==> config.mk <==
export PLATFORM = sky130hd
export DESIGN_NAME = uart_port
export DESIGN_NICKNAME = d
export VERILOG_FILES = /design/src/rtl/uart_pkg.sv /design/src/rtl/uart_port.sv
export VERILOG_INCLUDE_DIRS = /design/src /design/src/rtl
export SDC_FILE = /design/constraint.sdc
export NUM_CORES = 1
export LEC_CHECK = 0
export BUFFER_PORTS_ARGS = -buffer_cell sky130_fd_sc_hd__buf_2
export CORE_ASPECT_RATIO = 2
export CORE_MARGIN = 3
export CORE_UTILIZATION = 50
export DETAILED_ROUTE_END_ITERATION = 10
export GPL_TIMING_DRIVEN = 0
export PLACE_DENSITY = 0.67
export SYNTH_ARGS = -nofsm -noshare
export SYNTH_HDL_FRONTEND = slang
export SYNTH_SLANG_ARGS = --single-unit
export TNS_END_PERCENT = 50
==> constraint.sdc <==
create_clock -name ref_clk_i -period 10 [get_ports ref_clk_i]
set_input_delay 1.5 -clock ref_clk_i [delete_from_list [all_inputs] [get_ports ref_clk_i]]
set_output_delay 1.5 -clock ref_clk_i [all_outputs]
set_load 0.05 [all_outputs]
==> src/rtl/uart_consts.svh <==
// register offsets, field positions, reset values and timing counts of the serial port
// assumes inclusion by bare name from the port module and the testbench
// Notes on behaviour
// - mode 001: eight data bits, no parity
// - mode 011: seven data bits plus parity
// - mode 111: eight data bits plus parity
// - mode 101: eight data bits plus wake-up bit
// - even parity is xor of data; odd inverts
// - wake-up mode keeps only frames with ninth bit set
// - each data write with byte 0 strobe pushes into 16x9 queue
// - queue on: full at 16, extra write dropped
// - queue off: full at one, write replaces it
// - half free: at most 8, or empty if off
// - flush write empties queue; flush after enable change
// - idle load at once, start on next tick
// - reload at stop, next start follows stop
// - empty queue at stop empties shifter flag
// - echo routes the registered transmit pin into receiver input
// - both directions share mode and baud rate
// - oversample tick is clock over divisor, run only
// - run low freezes transmitter and receiver
`ifndef UART_CONSTS_SVH
`define UART_CONSTS_SVH
`define OFF_CTRL   8'h00
`define OFF_BAUD   8'h04
`define OFF_TXW    8'h08
`define OFF_FLUSH  8'h0c
`define OFF_STAT   8'h10
`define OFF_RXD    8'h14
`define CTL_ODD    3
`define CTL_RUN    4
`define CTL_QEN    5
`define CTL_ECHO   6
`define CTRL_RST   7'h01
`define BAUD_RST   16'h0001
`define MODE_8N    3'h1
`define MODE_7P    3'h3
`define MODE_9N    3'h4
`define MODE_WAKE  3'h5
`define MODE_8P    3'h7
`define TXQ_DEPTH  16
`define TXQ_HALF   8
`define OS_LAST    4'hf
`define OS_MID     4'h7
`define BIT_LAST8  4'h7
`define BIT_LAST9  4'h8
`define RESP_OK    2'h0
`define RESP_ERR   2'h2
`endif

==> src/rtl/uart_pkg.sv <==
// state types of the serial port
// assumes uart_consts.svh beside it
package uart_pkg;
  typedef enum logic [4:0] {
    TX_IDLE = 5'h01, TX_LOADED = 5'h02, TX_START = 5'h04, TX_DATA = 5'h08, TX_STOP = 5'h10
  } tx_state_t;
  typedef enum logic [3:0] {
    RX_IDLE = 4'h1, RX_START = 4'h2, RX_DATA = 4'h4, RX_STOP = 4'h8
  } rx_state_t;
endpackage

==> src/rtl/uart_port.sv <==
// serial port: axi4-lite registers, transmit queue, framer, simple receiver
// assumes one clock, synchronous reset, rxd_i from outside the clock domain
`timescale 1ns/1ps
`include "uart_consts.svh"
module uart_port
  import uart_pkg::*;
#(
  parameter int DEPTH = `TXQ_DEPTH,
  parameter int HALF  = `TXQ_HALF
) (
  // clock, reset, enable
  input  wire logic        ref_clk_i,
  input  wire logic        rst_i,
  input  wire logic        ce_i,
  // axi4-lite write
  input  wire logic [7:0]  s_axi_awaddr_i,
  input  wire logic        s_axi_awvalid_i,
  output logic             s_axi_awready_o,
  input  wire logic [31:0] s_axi_wdata_i,
  input  wire logic [3:0]  s_axi_wstrb_i,
  input  wire logic        s_axi_wvalid_i,
  output logic             s_axi_wready_o,
  output logic [1:0]       s_axi_bresp_o,
  output logic             s_axi_bvalid_o,
  input  wire logic        s_axi_bready_i,
  // axi4-lite read
  input  wire logic [7:0]  s_axi_araddr_i,
  input  wire logic        s_axi_arvalid_i,
  output logic             s_axi_arready_o,
  output logic [31:0]      s_axi_rdata_o,
  output logic [1:0]       s_axi_rresp_o,
  output logic             s_axi_rvalid_o,
  input  wire logic        s_axi_rready_i,
  // serial pins
  input  wire logic        rxd_i,
  output logic             txd_o
);
  localparam int PW = $clog2(DEPTH);
  localparam int CW = $clog2(DEPTH + 1);

  // decoding used by both bus directions
  function automatic logic hit(input logic [7:0] a);
    hit = (a == `OFF_CTRL) || (a == `OFF_BAUD) || (a == `OFF_TXW) ||
          (a == `OFF_FLUSH) || (a == `OFF_STAT) || (a == `OFF_RXD);
  endfunction

  // nine-bit frame lengths
  function automatic logic len9(input logic [2:0] m);
    len9 = (m == `MODE_9N) || (m == `MODE_8P) || (m == `MODE_WAKE);
  endfunction

  // shifter image of one character, lsb goes out first
  function automatic logic [8:0] build(input logic [2:0] m, input logic odd,
                                       input logic [8:0] d);
    case (m)
      `MODE_7P: build = {1'b1, ^d[6:0] ^ odd, d[6:0]};
      `MODE_8P: build = {^d[7:0] ^ odd, d[7:0]};
      `MODE_8N: build = {1'b1, d[7:0]};
      default:  build = d;
    endcase
  endfunction

  logic [6:0]       ctrl_q, ctrl_d;
  logic [15:0]      baud_q, baud_d, div_q, div_d;
  logic             bvalid_q, bvalid_d, rvalid_q, rvalid_d;
  logic [1:0]       bresp_q, bresp_d, rresp_q, rresp_d;
  logic [31:0]      rdata_q, rdata_d;
  logic [8:0]       mem_q [DEPTH];
  logic [8:0]       mem_d [DEPTH];
  logic [PW-1:0]    wp_q, wp_d, rp_q, rp_d;
  logic [CW-1:0]    cnt_q, cnt_d;
  tx_state_t        tst_q, tst_d;
  rx_state_t        rst_q, rst_d;
  logic [3:0]       tcnt_q, tcnt_d, tbit_q, tbit_d, rcnt_q, rcnt_d, rbit_q, rbit_d;
  logic [8:0]       sh_q, sh_d, rsh_q, rsh_d;
  logic             shf_q, shf_d, len9_q, len9_d, txd_q, txd_d;
  logic             s1_q, s2_q, rxf_q, rxf_d;
  logic [9:0]       rxb_q, rxb_d;
  logic             wr_go, rd_go, push, pop, flush, rx_clr, full, half_free, tick;
  logic             run, qen, q_ne, bit_end, last_bit, stop_begin, rin, rx_done, rx_keep;
  logic [2:0]       mode;
  logic [31:0]      rd_mux;

  assign mode = ctrl_q[2:0];
  assign run  = ctrl_q[`CTL_RUN];
  assign qen  = ctrl_q[`CTL_QEN];

  // bus handshakes; one write and one read in flight, ce low refuses
  assign wr_go  = s_axi_awvalid_i & s_axi_wvalid_i & ~bvalid_q & ce_i;
  assign rd_go  = s_axi_arvalid_i & ~rvalid_q & ce_i;
  assign s_axi_awready_o = wr_go;
  assign s_axi_wready_o  = wr_go;
  assign s_axi_arready_o = rd_go;
  assign s_axi_bvalid_o  = bvalid_q;
  assign s_axi_bresp_o   = bresp_q;
  assign s_axi_rvalid_o  = rvalid_q;
  assign s_axi_rresp_o   = rresp_q;
  assign s_axi_rdata_o   = rdata_q;
  assign txd_o           = txd_q;

  // queue strobes and flags
  assign push  = wr_go & (s_axi_awaddr_i == `OFF_TXW) & s_axi_wstrb_i[0];
  assign flush = wr_go & (s_axi_awaddr_i == `OFF_FLUSH);
  assign rx_clr = rd_go & (s_axi_araddr_i == `OFF_RXD);
  assign q_ne  = (cnt_q != '0);
  assign full  = qen ? (cnt_q == CW'(DEPTH)) : q_ne;
  assign half_free = qen ? (cnt_q <= CW'(HALF)) : ~q_ne;

  // read data selection
  always_comb begin
    case (s_axi_araddr_i)
      `OFF_CTRL: rd_mux = {25'h0, ctrl_q};
      `OFF_BAUD: rd_mux = {16'h0, baud_q};
      `OFF_STAT: rd_mux = {28'h0, rxf_q, ~shf_q, half_free, full};
      `OFF_RXD:  rd_mux = {22'h0, rxb_q};
      default:   rd_mux = 32'h0;
    endcase
  end

  // register writes and bus answers, one cycle after the handshake
  always_comb begin
    ctrl_d   = ctrl_q;
    baud_d   = baud_q;
    bvalid_d = bvalid_q & ~s_axi_bready_i;
    bresp_d  = bresp_q;
    rvalid_d = rvalid_q & ~s_axi_rready_i;
    rresp_d  = rresp_q;
    rdata_d  = rdata_q;
    if (wr_go) begin
      bvalid_d = 1'b1;
      bresp_d  = hit(s_axi_awaddr_i) ? `RESP_OK : `RESP_ERR;
      if (s_axi_awaddr_i == `OFF_CTRL && s_axi_wstrb_i[0]) begin
        ctrl_d = s_axi_wdata_i[6:0];
      end
      if (s_axi_awaddr_i == `OFF_BAUD) begin
        if (s_axi_wstrb_i[0]) baud_d[7:0] = s_axi_wdata_i[7:0];
        if (s_axi_wstrb_i[1]) baud_d[15:8] = s_axi_wdata_i[15:8];
      end
    end
    if (rd_go) begin
      rvalid_d = 1'b1;
      rdata_d  = rd_mux;
      rresp_d  = hit(s_axi_araddr_i) ? `RESP_OK : `RESP_ERR;
    end
  end

  // 16x oversample tick; a divisor of zero acts as one
  always_comb begin
    tick  = run & ((baud_q <= 16'h0001) || (div_q == baud_q - 16'h0001));
    div_d = run ? (tick ? 16'h0 : div_q + 16'h0001) : div_q;
  end

  // transmit queue; pointers wrap, so DEPTH must be a power of two
  always_comb begin
    wp_d  = wp_q;
    rp_d  = rp_q;
    cnt_d = cnt_q;
    mem_d = mem_q;
    if (pop) begin
      rp_d  = rp_q + PW'(1);
      cnt_d = cnt_d - CW'(1);
    end
    if (push) begin
      if (!qen && full && !pop) begin
        mem_d[rp_q] = s_axi_wdata_i[8:0];
      end else if (!full || pop) begin
        mem_d[wp_q] = s_axi_wdata_i[8:0];
        wp_d  = wp_q + PW'(1);
        cnt_d = cnt_d + CW'(1);
      end
    end
    if (flush) begin
      wp_d  = '0;
      rp_d  = '0;
      cnt_d = '0;
    end
  end

  // transmit framer
  assign bit_end    = tick & (tcnt_q == `OS_LAST);
  assign last_bit   = (tbit_q == (len9_q ? `BIT_LAST9 : `BIT_LAST8));
  assign stop_begin = (tst_q == TX_DATA) & bit_end & last_bit;
  assign pop = run & q_ne & (stop_begin |
               (((tst_q == TX_IDLE) | (tst_q == TX_STOP)) & ~shf_q));

  always_comb begin
    tst_d  = tst_q;
    tcnt_d = tcnt_q;
    tbit_d = tbit_q;
    sh_d   = sh_q;
    shf_d  = shf_q;
    len9_d = len9_q;
    if (run) begin
      if (tick) tcnt_d = tcnt_q + 4'h1;
      case (tst_q)
        TX_IDLE:   if (pop) tst_d = TX_LOADED;
        TX_LOADED: if (tick) begin
          tst_d  = TX_START;
          tcnt_d = 4'h0;
        end
        TX_START:  if (bit_end) begin
          tst_d  = TX_DATA;
          tbit_d = 4'h0;
        end
        TX_DATA:   if (bit_end) begin
          sh_d   = {1'b1, sh_q[8:1]};
          tbit_d = tbit_q + 4'h1;
          if (last_bit) begin
            tst_d = TX_STOP;
            shf_d = 1'b0;
          end
        end
        // a load on the very last stop tick must not strand a full shifter in idle
        TX_STOP:   if (bit_end) tst_d = shf_q ? TX_START : (pop ? TX_LOADED : TX_IDLE);
        default:   tst_d = TX_IDLE;
      endcase
      if (pop) begin
        sh_d   = build(mode, ctrl_q[`CTL_ODD], mem_q[rp_q]);
        len9_d = len9(mode);
        shf_d  = 1'b1;
      end
    end
    // line follows the next state so the pin changes with the state
    case (tst_d)
      TX_START: txd_d = 1'b0;
      TX_DATA:  txd_d = sh_d[0];
      default:  txd_d = 1'b1;
    endcase
  end

  // receiver: echo taps the registered pin, already in this domain
  assign rin = ctrl_q[`CTL_ECHO] ? txd_q : s2_q;
  assign rx_keep = (mode != `MODE_WAKE) | rsh_q[8];

  always_comb begin
    rst_d   = rst_q;
    rcnt_d  = rcnt_q;
    rbit_d  = rbit_q;
    rsh_d   = rsh_q;
    rx_done = 1'b0;
    if (run && tick) begin
      rcnt_d = rcnt_q + 4'h1;
      case (rst_q)
        RX_IDLE:  if (!rin) begin
          rst_d  = RX_START;
          rcnt_d = 4'h0;
        end
        RX_START: if (rcnt_q == `OS_MID && rin) begin
          rst_d = RX_IDLE;
        end else if (rcnt_q == `OS_LAST) begin
          rst_d  = RX_DATA;
          rbit_d = 4'h0;
        end
        RX_DATA: begin
          if (rcnt_q == `OS_MID) rsh_d = {rin, rsh_q[8:1]};
          if (rcnt_q == `OS_LAST) begin
            rbit_d = rbit_q + 4'h1;
            if (rbit_q == (len9(mode) ? `BIT_LAST9 : `BIT_LAST8)) rst_d = RX_STOP;
          end
        end
        RX_STOP:  if (rcnt_q == `OS_MID) begin
          rst_d   = RX_IDLE;
          rx_done = 1'b1;
        end
        default:  rst_d = RX_IDLE;
      endcase
    end
    // a new frame wins over a clearing read in the same cycle
    rxf_d = (rxf_q & ~rx_clr) | (rx_done & rx_keep);
    rxb_d = rxb_q;
    if (rx_done && rx_keep) begin
      rxb_d = {~rin, len9(mode) ? rsh_q : {1'b0, rsh_q[8:1]}};
    end
  end

  // all state registers; ce low freezes everything
  always_ff @(posedge ref_clk_i) begin
    if (rst_i) begin
      ctrl_q   <= `CTRL_RST;
      baud_q   <= `BAUD_RST;
      div_q    <= 16'h0;
      bvalid_q <= 1'b0;
      bresp_q  <= `RESP_OK;
      rvalid_q <= 1'b0;
      rresp_q  <= `RESP_OK;
      rdata_q  <= 32'h0;
      wp_q     <= '0;
      rp_q     <= '0;
      cnt_q    <= '0;
      for (int i = 0; i < DEPTH; i++) mem_q[i] <= 9'h0;
      tst_q    <= TX_IDLE;
      tcnt_q   <= 4'h0;
      tbit_q   <= 4'h0;
      sh_q     <= 9'h1ff;
      shf_q    <= 1'b0;
      len9_q   <= 1'b0;
      txd_q    <= 1'b1;
      s1_q     <= 1'b1;
      s2_q     <= 1'b1;
      rst_q    <= RX_IDLE;
      rcnt_q   <= 4'h0;
      rbit_q   <= 4'h0;
      rsh_q    <= 9'h0;
      rxf_q    <= 1'b0;
      rxb_q    <= 10'h0;
    end else if (ce_i) begin
      ctrl_q   <= ctrl_d;
      baud_q   <= baud_d;
      div_q    <= div_d;
      bvalid_q <= bvalid_d;
      bresp_q  <= bresp_d;
      rvalid_q <= rvalid_d;
      rresp_q  <= rresp_d;
      rdata_q  <= rdata_d;
      wp_q     <= wp_d;
      rp_q     <= rp_d;
      cnt_q    <= cnt_d;
      mem_q    <= mem_d;
      tst_q    <= tst_d;
      tcnt_q   <= tcnt_d;
      tbit_q   <= tbit_d;
      sh_q     <= sh_d;
      shf_q    <= shf_d;
      len9_q   <= len9_d;
      txd_q    <= txd_d;
      s1_q     <= rxd_i;
      s2_q     <= s1_q;
      rst_q    <= rst_d;
      rcnt_q   <= rcnt_d;
      rbit_q   <= rbit_d;
      rsh_q    <= rsh_d;
      rxf_q    <= rxf_d;
      rxb_q    <= rxb_d;
    end
  end
endmodule // uart_port

==> results_dict.tcl, run 1 <==
set metrics [dict create \
    synthCells 1555 \
    critical_path_arrival_ps 3500 \
    synth_area_leaders "dfxtp_1, mux2i_1, nor2_1" \
    cp-end-kind "output pin" \
    synth_seq_cells 275 \
    tightest_slew_ps 1110 \
    wl_per_cell_um 20.8 \
    clockRootBuffer "clkbuf_16" \
    area_growth_pct 11.6 \
    maxCapViolations 0 \
    globalRouteOverflowTotal 0 \
    synth_area_um2 14100 \
    ir_worst_vdd_uv 96.3 \
    wirelength_um 42100 \
    ys.flop_type "dfxtp_1" \
    grt_pass1_wl_um 65100 \
    clkPwrFrac 0.461 \
    initial_utilization 0.508 \
    numCtsBuffers 26 \
    num_antenna_cells 0 \
    drtIter0Drc 712 \
    status "complete, no violations" \
    rsz0062_at_grt "no" \
    portBuffers 54 \
    synth_top_area_frac 0.392 \
    yosysSeqAreaShare 0.392 \
    drt-pass1-iter-count 6 \
    path_class "input port to output pin" \
    p_leak_nw 6.75 \
    cts.reportedPaths.clkPinSlew_ps 70 \
    hold-worst-slack_ps 448 \
    max_freq_mhz 200 \
    track_usage 0.272 \
    antenna_found_initial 0 \
    drtAntennaViolNets 0 \
    synth.distinct_cells 73 \
    final-setup-viol-count 0 \
    fin_crit_sh 0.500 \
    power_frac_seq 0.495 \
    dp_hpwl_um 31600 \
    vias 11741 \
    dpl.cell_count 1978 \
    postSynthAreaPerCell_um2 9.04 \
    relSlewSlack 0.248 \
    cts_max_path_buffers 3 \
    cts_max_level 1 \
    synth_area_leader_cell "dfxtp_1" \
    die_area_um2 30300 \
    power.internal_w 0.00170 \
    p_comb_frac 0.044 \
    die-height_um 243 \
    drive_above_1_share 0.132 \
    grt_pass1_vias 11919 \
    rows 86 \
    cts_resized 0 \
    slew_violations 0 \
    drc 0 \
    switching_share 0.233 \
    cts_tree "done" \
    fin_cells 2024 \
    cts_sinks 275 \
    grt_max_degree 15 \
    hold_violations 0 \
    worst_skew_pair.late_latency_ps 560 \
    power_switching_w 0.000516 \
    gp_congestion 0.949 \
    cts_setup_buffers 0 \
    setup_tns_ps 0 \
    via_per_inst 5.80 \
    cp.required_ps 8500 \
    core_um2 27700 \
    powerDensity_nw_per_um2 141 \
    yosys_warnings 0 \
    synth_edf_count 0 \
    hp-class "flip-flop to flip-flop" \
    io_pins 103 \
    start_kind "input port" \
    worstPathMaxFanout 8 \
    fin_crit_ps 5000 \
    total_power_w 0.00222 \
    async_flop_share 0 \
    final_nets 1733 \
    fin_skew_ps 11.5 \
    die-width_um 125 \
    fill_cells 2535 \
    cts-hold-fix-buffers 0 \
]
## layer usage
layer | track usage | up-vias | part of all wire
li1 | - | 5608 | -
met1 | 0.254 | 5586 | 0.33
met2 | 0.508 | 364 | 0.52
met3 | 0.0348 | 183 | 0.038
met4 | 0.241 | 0 | 0.11
met5 | 0 | - | 0
## power groups by stage
stage / combinational [W] / clock (W) / sequential, W
after global placement: 0.0000957 / 0 / 0.00112
after floorplan: 0.0000577 / 0 / 0.00113
after global routing: 0.000102 / 0.00108 / 0.00110
final: 0.0000969 / 0.00102 / 0.00110
after detailed placement: 0.0000962 / 0 / 0.00112
after CTS: 0.0000963 / 0.00104 / 0.00110
## per-stage QoR
stage          cell area (um2)  utilization  setup WS [ps]
2_1_floorplan            14100            -           4760
3_3_place_gp             14800        0.536           5040
3_5_place_dp             14800        0.536           5010
4_1_cts                  15700        0.567           5020
5_1_grt                  15700        0.567           4850
6_report                 15700        0.567           5000
## sequential cells by signal (all words and copies together) (netlist names), 5 cells and up, named ones only
signal and count:
tst_q 5, s_axi_rdata_o 16, sh_q 9, baud_q 16
mem_q 144, div_q 16, rsh_q 9, ctrl_q 7
cnt_q 5, rxb_q 10
## synthesized netlist by cell type (23+ instances only)
master and number:
nor2_1 286, dfxtp_1 275, mux2i_1 185, nand2_1 116
clkbuf_1 88, a21oi_1 84, mux4_2 43, nand3_1 37
nor3_1 33, xnor2_1 29, o21ai_0 27, xor2_1 26
inv_1 25, a22oi_1 24, buf_4 23
## final timing paths
kind / from / cells after the start / slack, ps / endpoint
worst min register to register: s_axi_rdata_o[0] / 2 / 450 / s_axi_rdata_o[0]
worst max-delay path: ce_i / 5 / 5000 / s_axi_wready_o
worst min-delay path: s_axi_rdata_o[0] / 2 / 450 / s_axi_rdata_o[0]
worst max register to register: rp_q[0] / 9 / 5110 / sh_q[8]
## worst max-delay path, stage by stage
cell,delay [ps]
clkbuf_1,340
clkinv_1,420
nor3_1,780
buf_4,220
buf_2,250
## cell usage in the layout (no fill, tap or decap), types with 11 or more instances in the layout
cell type and count:
conb_1 18, xnor2_1 29, clkbuf_16 27, ha_1 18
clkbuf_1 95, xor2_1 26, a21oi_1 84, mux4_2 43
mux2i_1 185, nand4_1 16, buf_2 61, nand3_1 37
inv_1 25, dfxtp_1 275, o211ai_1 14, nor2_1 286
nor3_1 33, a22oi_1 24, mux2_2 13, nor2b_1 11
nand2_1 116, buf_6 13, buf_4 23, o21ai_0 27
## cell families after synthesis
group,after synthesis,synth area share
and+or+nand+nor,585,0.189
DFF,275,0.392
muxes,241,0.211
AOI/OAI and AO/OA,213,0.0986
buffers and inverters,166,0.0580
xor gates and xnor gates,55,0.0343
adders and majority gates,19,0.0167
other,1,0.000267
## cell type report
cell class,instances,area [um2],area share
inverters,27,101,0.00646
multi-input cells,1131,7800,0.497
repair buffers,54,270,0.0172
clock buffers,39,771,0.0491
well taps,352,440,0.0281
plain buffers,139,714,0.0455
clock inverters,7,91.3,0.00582
flip-flops and latches,275,5510,0.351
(Power assumes the default switching activity.)
==> inputs of run 2 (changes only) <==
- PLACE_DENSITY: 0.67 -> 0.7
- clock period: 10 -> 4.5 ns (I/O delays scaled with it)
==> run 2 against run 1 <==
Worst hold slack worse by 84 ps. Register-to-register slack worse by 5000 ps. Final cell count hardly changed. Sequential power is 120% higher. First-iteration DRC count is 18% higher. Design area is 0.55% higher. Power is 130% higher. Flip-flop and latch count stayed put. Clock power is 130% higher. Critical path depth is 9 higher.
==> results_dict.tcl, run 2 (synthesis results as in run 1) <==
set metrics [dict create \
    status "complete, no violations" \
    total_power_w 0.00500 \
    r2r_start "baud_q[0]" \
    cts_max_path_buffers 3 \
    ir_worst_vdd_uv 262 \
    path_common_cell "or4_4" \
    worstPathMaxFanout 9 \
    cp_num_cells 14 \
    drtAntennaViolNets 0 \
    relSlewSlack 0.205 \
    fin_crit_sh 0.965 \
    critPathLaunch "baud_q[0]" \
    die-width_um 125 \
    track_usage 0.273 \
    via_per_inst 5.86 \
    p_leak_nw 6.79 \
    fill_cells 2493 \
    portBuffers 54 \
    maxCapViolations 0 \
    final_nets 1731 \
    start_kind "flip-flop" \
    fin_skew_ps 17.2 \
    grt_pass1_vias 12031 \
    cpPeakStageDelay_ps 600 \
    initial_utilization 0.508 \
    dp_hpwl_um 31600 \
    path_class "flip-flop to flip-flop" \
    grt_pass1_wl_um 65100 \
    seqCellArea_um2 5510 \
    multiInputGateArea_um2 7830 \
    num_antenna_cells 0 \
    r2r_setup_slack_ps 160 \
    drt-pass1-iter-count 8 \
    final_common_cell "nor2_1" \
    io_pins 103 \
    vias 11858 \
    cp_top_family "simple AND/OR/NAND/NOR gates" \
    rows 86 \
    core_um2 27700 \
    critical_path_arrival_ps 4740 \
    die_area_um2 30300 \
    cts_tree "done" \
    cts_max_level 1 \
    largest_reg_flops 144 \
    drtIter0Drc 841 \
    numCtsBuffers 25 \
    wl_per_cell_um 21.0 \
    die-height_um 243 \
    r2r_cells 14 \
    slew_violations 0 \
    max_flop_register "mem_q" \
    cts.reportedPaths.clkPinSlew_ps 70 \
    cp-endpoint "mem_q[139]" \
    final-setup-viol-count 0 \
    max_freq_mhz 230 \
    slowest_stage "or4_4" \
    cts-hold-fix-buffers 0 \
    clockRootBuffer "clkbuf_16" \
    grt_max_degree 17 \
    crit_chain "inv_1 -> ha_1 -> nor2b_1 -> or3_1 -> a31o_2 -> or4_4 -> or4_4 -> a21o_1 -> buf_6 -> a31oi_4 -> a21boi_1 -> buf_4 -> mux2i_1 -> nor2_1" \
    cts_sinks 275 \
    gp_congestion 0.986 \
    worst_skew_pair.late_latency_ps 540 \
    drc 0 \
    cp-end-kind "flip-flop" \
    globalRouteOverflowTotal 0 \
    cts_setup_buffers 0 \
    wirelength_um 42500 \
    drive_above_1_share 0.141 \
    area_growth_pct 12.3 \
    antenna_found_initial 0 \
    hp-class "input port to flip-flop" \
    tightest_slew_ps 1180 \
    setup_tns_ps 0 \
    layout_common_cells "nor2_1, dfxtp_1, mux2i_1, nand2_1, clkbuf_1" \
    fin_crit_ps 4340 \
    rr_endpoint "mem_q[139]" \
    hold_violations 0 \
    powerDensity_nw_per_um2 317 \
    cp.required_ps 4900 \
    worst-path-buf-inv 3 \
]
## run 2: changes by cell type in the layout (fill, tap and decap cells not counted), sizes merged
cell,change
buf,-5
bufinv,+2
clkbuf,-2
clkdlybuf4s15,+2
clkinv,+2
clkinvlp,-1
## run 2: worst reg2reg max path, stage by stage (launching register included)
cell and delay (ps):
dfxtp_2 450, inv_1 70, ha_1 260, nor2b_1 150, or3_1 350, a31o_2 250, or4_4 580, or4_4 600
a21o_1 210, buf_6 140, a31oi_4 280, a21boi_1 330, buf_4 280, mux2i_1 210, nor2_1 60
## run 2: what timing repair did
action	in CTS	in global routing
cloned	0	0
gates resized for setup	5	12
pin swaps	0	0
setup endpoints to repair	11	53
## run 2: final cells by class
class | count | share of cell area
timing repair buffer | 54 | 0.0171
inverter | 27 | 0.00642
tap | 352 | 0.0279
buffer | 138 | 0.0464
multi-input combinational | 1131 | 0.496
sequential | 275 | 0.349
clock inverter | 10 | 0.0105
clock buffer | 35 | 0.0465
## run 2: worst min path at each step
stage / startpoint / end / slack, ps / depth (start not counted)
6_report: rxd_i / s1_q / 360 / 3
5_1_grt: rxd_i / s1_q / 390 / 3
4_1_cts: rxd_i / s1_q / 350 / 3
3_5_place_dp: s_axi_rdata_o[3] / s_axi_rdata_o[3] / 440 / 2
3_3_place_gp: rsh_q[0] / rsh_q[0] / 440 / 2
2_1_floorplan: rsh_q[0] / rsh_q[0] / 430 / 2
## run 2: metrics by stage
| step | hold slack [ps] | setup slack, ps | instance area [um2] | cells | util |
|---|---|---|---|---|---|
| floorplan | 429 | 361 | 14100 | 1572 | - |
| global placement | 439 | -420 | 14800 | 1978 | 0.536 |
| detailed placement | 444 | -476 | 14800 | 1978 | 0.536 |
| CTS | 350 | 21.9 | 15700 | 2023 | 0.569 |
| global route | 389 | -72.7 | 15800 | 2022 | 0.571 |
| finish | 364 | 159 | 15800 | 2022 | 0.571 |
## run 2: report_power, final
| part | switching [W] | total, W | internal [W] |
|---|---|---|---|
| registers | 0.00000164 | 0.00244 | 0.00244 |
| logic | 0.000168 | 0.000214 | 0.0000462 |
| clock network | 0.000976 | 0.00235 | 0.00137 |
| total | 0.00115 | 0.00500 | 0.00385 |
## run 2: per-layer routing
metal	wire length, um	global-route usage
met1	14100	0.257
met2	22700	0.519
met3	1660	0.0291
met4	4040	0.223
met5	0	0
==> inputs of run 3 (changes only) <==
- clock period: 4.5 -> 3.9 ns (I/O delays scaled with it)
==> run 3 against run 2 <==
The flow now finishes with violations (negative setup slack). Largest power group unchanged. Worst setup slack got worse by 200 ps. First-iteration DRC count decreased by 17%. Sequential power increased by 15%. Critical path type unchanged. Non-clock buffer count increased by 35. Critical path depth decreased by 2. Via count increased by 2.9%. Combinational power increased by 17%. Utilization increased by 2.5 points.
==> results_dict.tcl, run 3 (synthesis results as in run 1) <==
set metrics [dict create \
    wl_per_cell_um 21.5 \
    critical_path_arrival_ps 4360 \
    vias 12196 \
    cts_sinks 275 \
    final_nets 1766 \
    hold_end "s1_q" \
    core_um2 27700 \
    r2r_cells 12 \
    grt_max_degree 17 \
    worstHoldStart "rxd_i" \
    hold_violations 0 \
    relSlewSlack 0.174 \
    whs_path_depth 3 \
    post-route-util 0.596 \
    hp-class "input port to flip-flop" \
    clockRootBuffer "clkbuf_16" \
    drtAntennaViolNets 0 \
    portBuffers 54 \
    postLayoutCellArea_um2 16500 \
    numCtsBuffers 25 \
    largest_reg_flops 144 \
    rsz0062_at_grt "yes" \
    max_flop_register "mem_q" \
    wirelength_um 44200 \
    num_antenna_cells 0 \
    fin_skew_ps 29.1 \
    drtIter0Drc 696 \
    cp-end-kind "flip-flop" \
    start_kind "flip-flop" \
    final-setup-viol-count 20 \
    die_area_um2 30300 \
    worst_skew_pair.late_latency_ps 560 \
    layout_common_cells "nor2_1, dfxtp_1, mux2i_1, nand2_1, clkbuf_1" \
    final_common_cell "nor2_1" \
    cp.required_ps 4320 \
    r2r_setup_slack_ps -40 \
    antenna_found_initial 1 \
    maxCapViolations 0 \
    path_class "flip-flop to flip-flop" \
    tightest_slew_ps 1220 \
    failed_checks "negative setup slack" \
    placed_area_um2 14800 \
    powerDensity_nw_per_um2 353 \
    cts_max_level 1 \
    grt_pass1_wl_um 66900 \
    globalRouteOverflowTotal 0 \
    slew_violations 0 \
    io_pins 103 \
    ir_worst_vdd_uv 273 \
    drt-pass1-iter-count 5 \
    dp_hpwl_um 31700 \
    cts-hold-fix-buffers 0 \
    initial_utilization 0.508 \
    max_freq_mhz 254 \
    die-height_um 243 \
    fin_crit_ps 3940 \
    layout_setup_ws_ps -40.8 \
    cts.reportedPaths.clkPinSlew_ps 70 \
    die-width_um 125 \
    track_usage 0.281 \
    via_per_inst 5.93 \
    fin_crit_sh 1.01 \
    drc 0 \
    cts_tree "done" \
    rows 86 \
    grt_pass1_vias 12268 \
    p_leak_nw 7.06 \
    cts_max_path_buffers 3 \
    area_growth_pct 17.2 \
    r2r_start "baud_q[1]" \
    gp_congestion 0.964 \
    worstPathMaxFanout 7 \
    status "finished with violations" \
    drive_above_1_share 0.195 \
    rr_endpoint "mem_q[133]" \
]
[run 3: worst max path at each step]
| stage | start | end | slack (ps) | cells after the start |
|---|---|---|---|---|
| after detailed placement | rp_q[0] | sh_q[8] | -1030 | 9 |
| after floorplan | baud_q[0] | cnt_q[4] | 0.4 | 15 |
| final | baud_q[1] | mem_q[133] | -40 | 12 |
| after global routing | baud_q[4] | cnt_q[3] | -130 | 11 |
| after CTS | baud_q[1] | mem_q[118] | 0.3 | 15 |
| after global placement | rp_q[0] | sh_q[8] | -980 | 9 |
[run 3: power by group]
part           total (W)  internal, W  switching [W]
registers        0.00281      0.00281     0.00000187
logic           0.000251    0.0000539       0.000197
clock network    0.00275      0.00161        0.00114
[run 3: cell type report]
cell class / count / area, um2
timing repair buffer: 101 / 683
buffer: 126 / 713
sequential: 275 / 5530
inverter: 27 / 101
clock inverter: 15 / 215
multi-input combinational: 1131 / 8090
fill: 2412 / 11200
clock buffer: 31 / 698
tap: 352 / 440
[run 3: timing repair]
item,4_1_cts,5_1_grt
endpoints found under the hold margin,0,0
resized for setup,63,75
endpoints found under the setup margin,202,198
pin swaps,9,34
gates cloned,2,8
buffers inserted,18,19
[run 3: through the flow]
step	total power (W)	worst slack, ps	hold WS (ps)	cells	setup TNS [ps]
finish	0.00581	-40.8	266	2058	-282
global route	0.00595	-130	273	2058	-4860
CTS	0.00583	0.254	257	2037	0
detailed placement	0.00312	-1030	443	1978	-69260
global placement	0.00312	-975	439	1978	-58800
floorplan	0.00303	0.380	429	1572	0
[run 3: layer usage]
metal / GRT usage / share of wire / vias up
li1: - / - / 5675
met2: 0.526 / 0.53 / 456
met5: 0 / 0.00023 / -
met1: 0.256 / 0.32 / 5868
met4: 0.239 / 0.10 / 2
met3: 0.0462 / 0.043 / 195
[run 3: worst max-delay path: stages, from the launching register on]
cell	delay (ps)
dfxtp_4	360
or4_4	590
or4_4	540
xnor2_4	200
nand4_1	190
or4_4	580
buf_6	150
a21oi_4	240
o211ai_1	160
a21boi_4	310
buf_8	180
mux2i_2	240
nor2_1	70
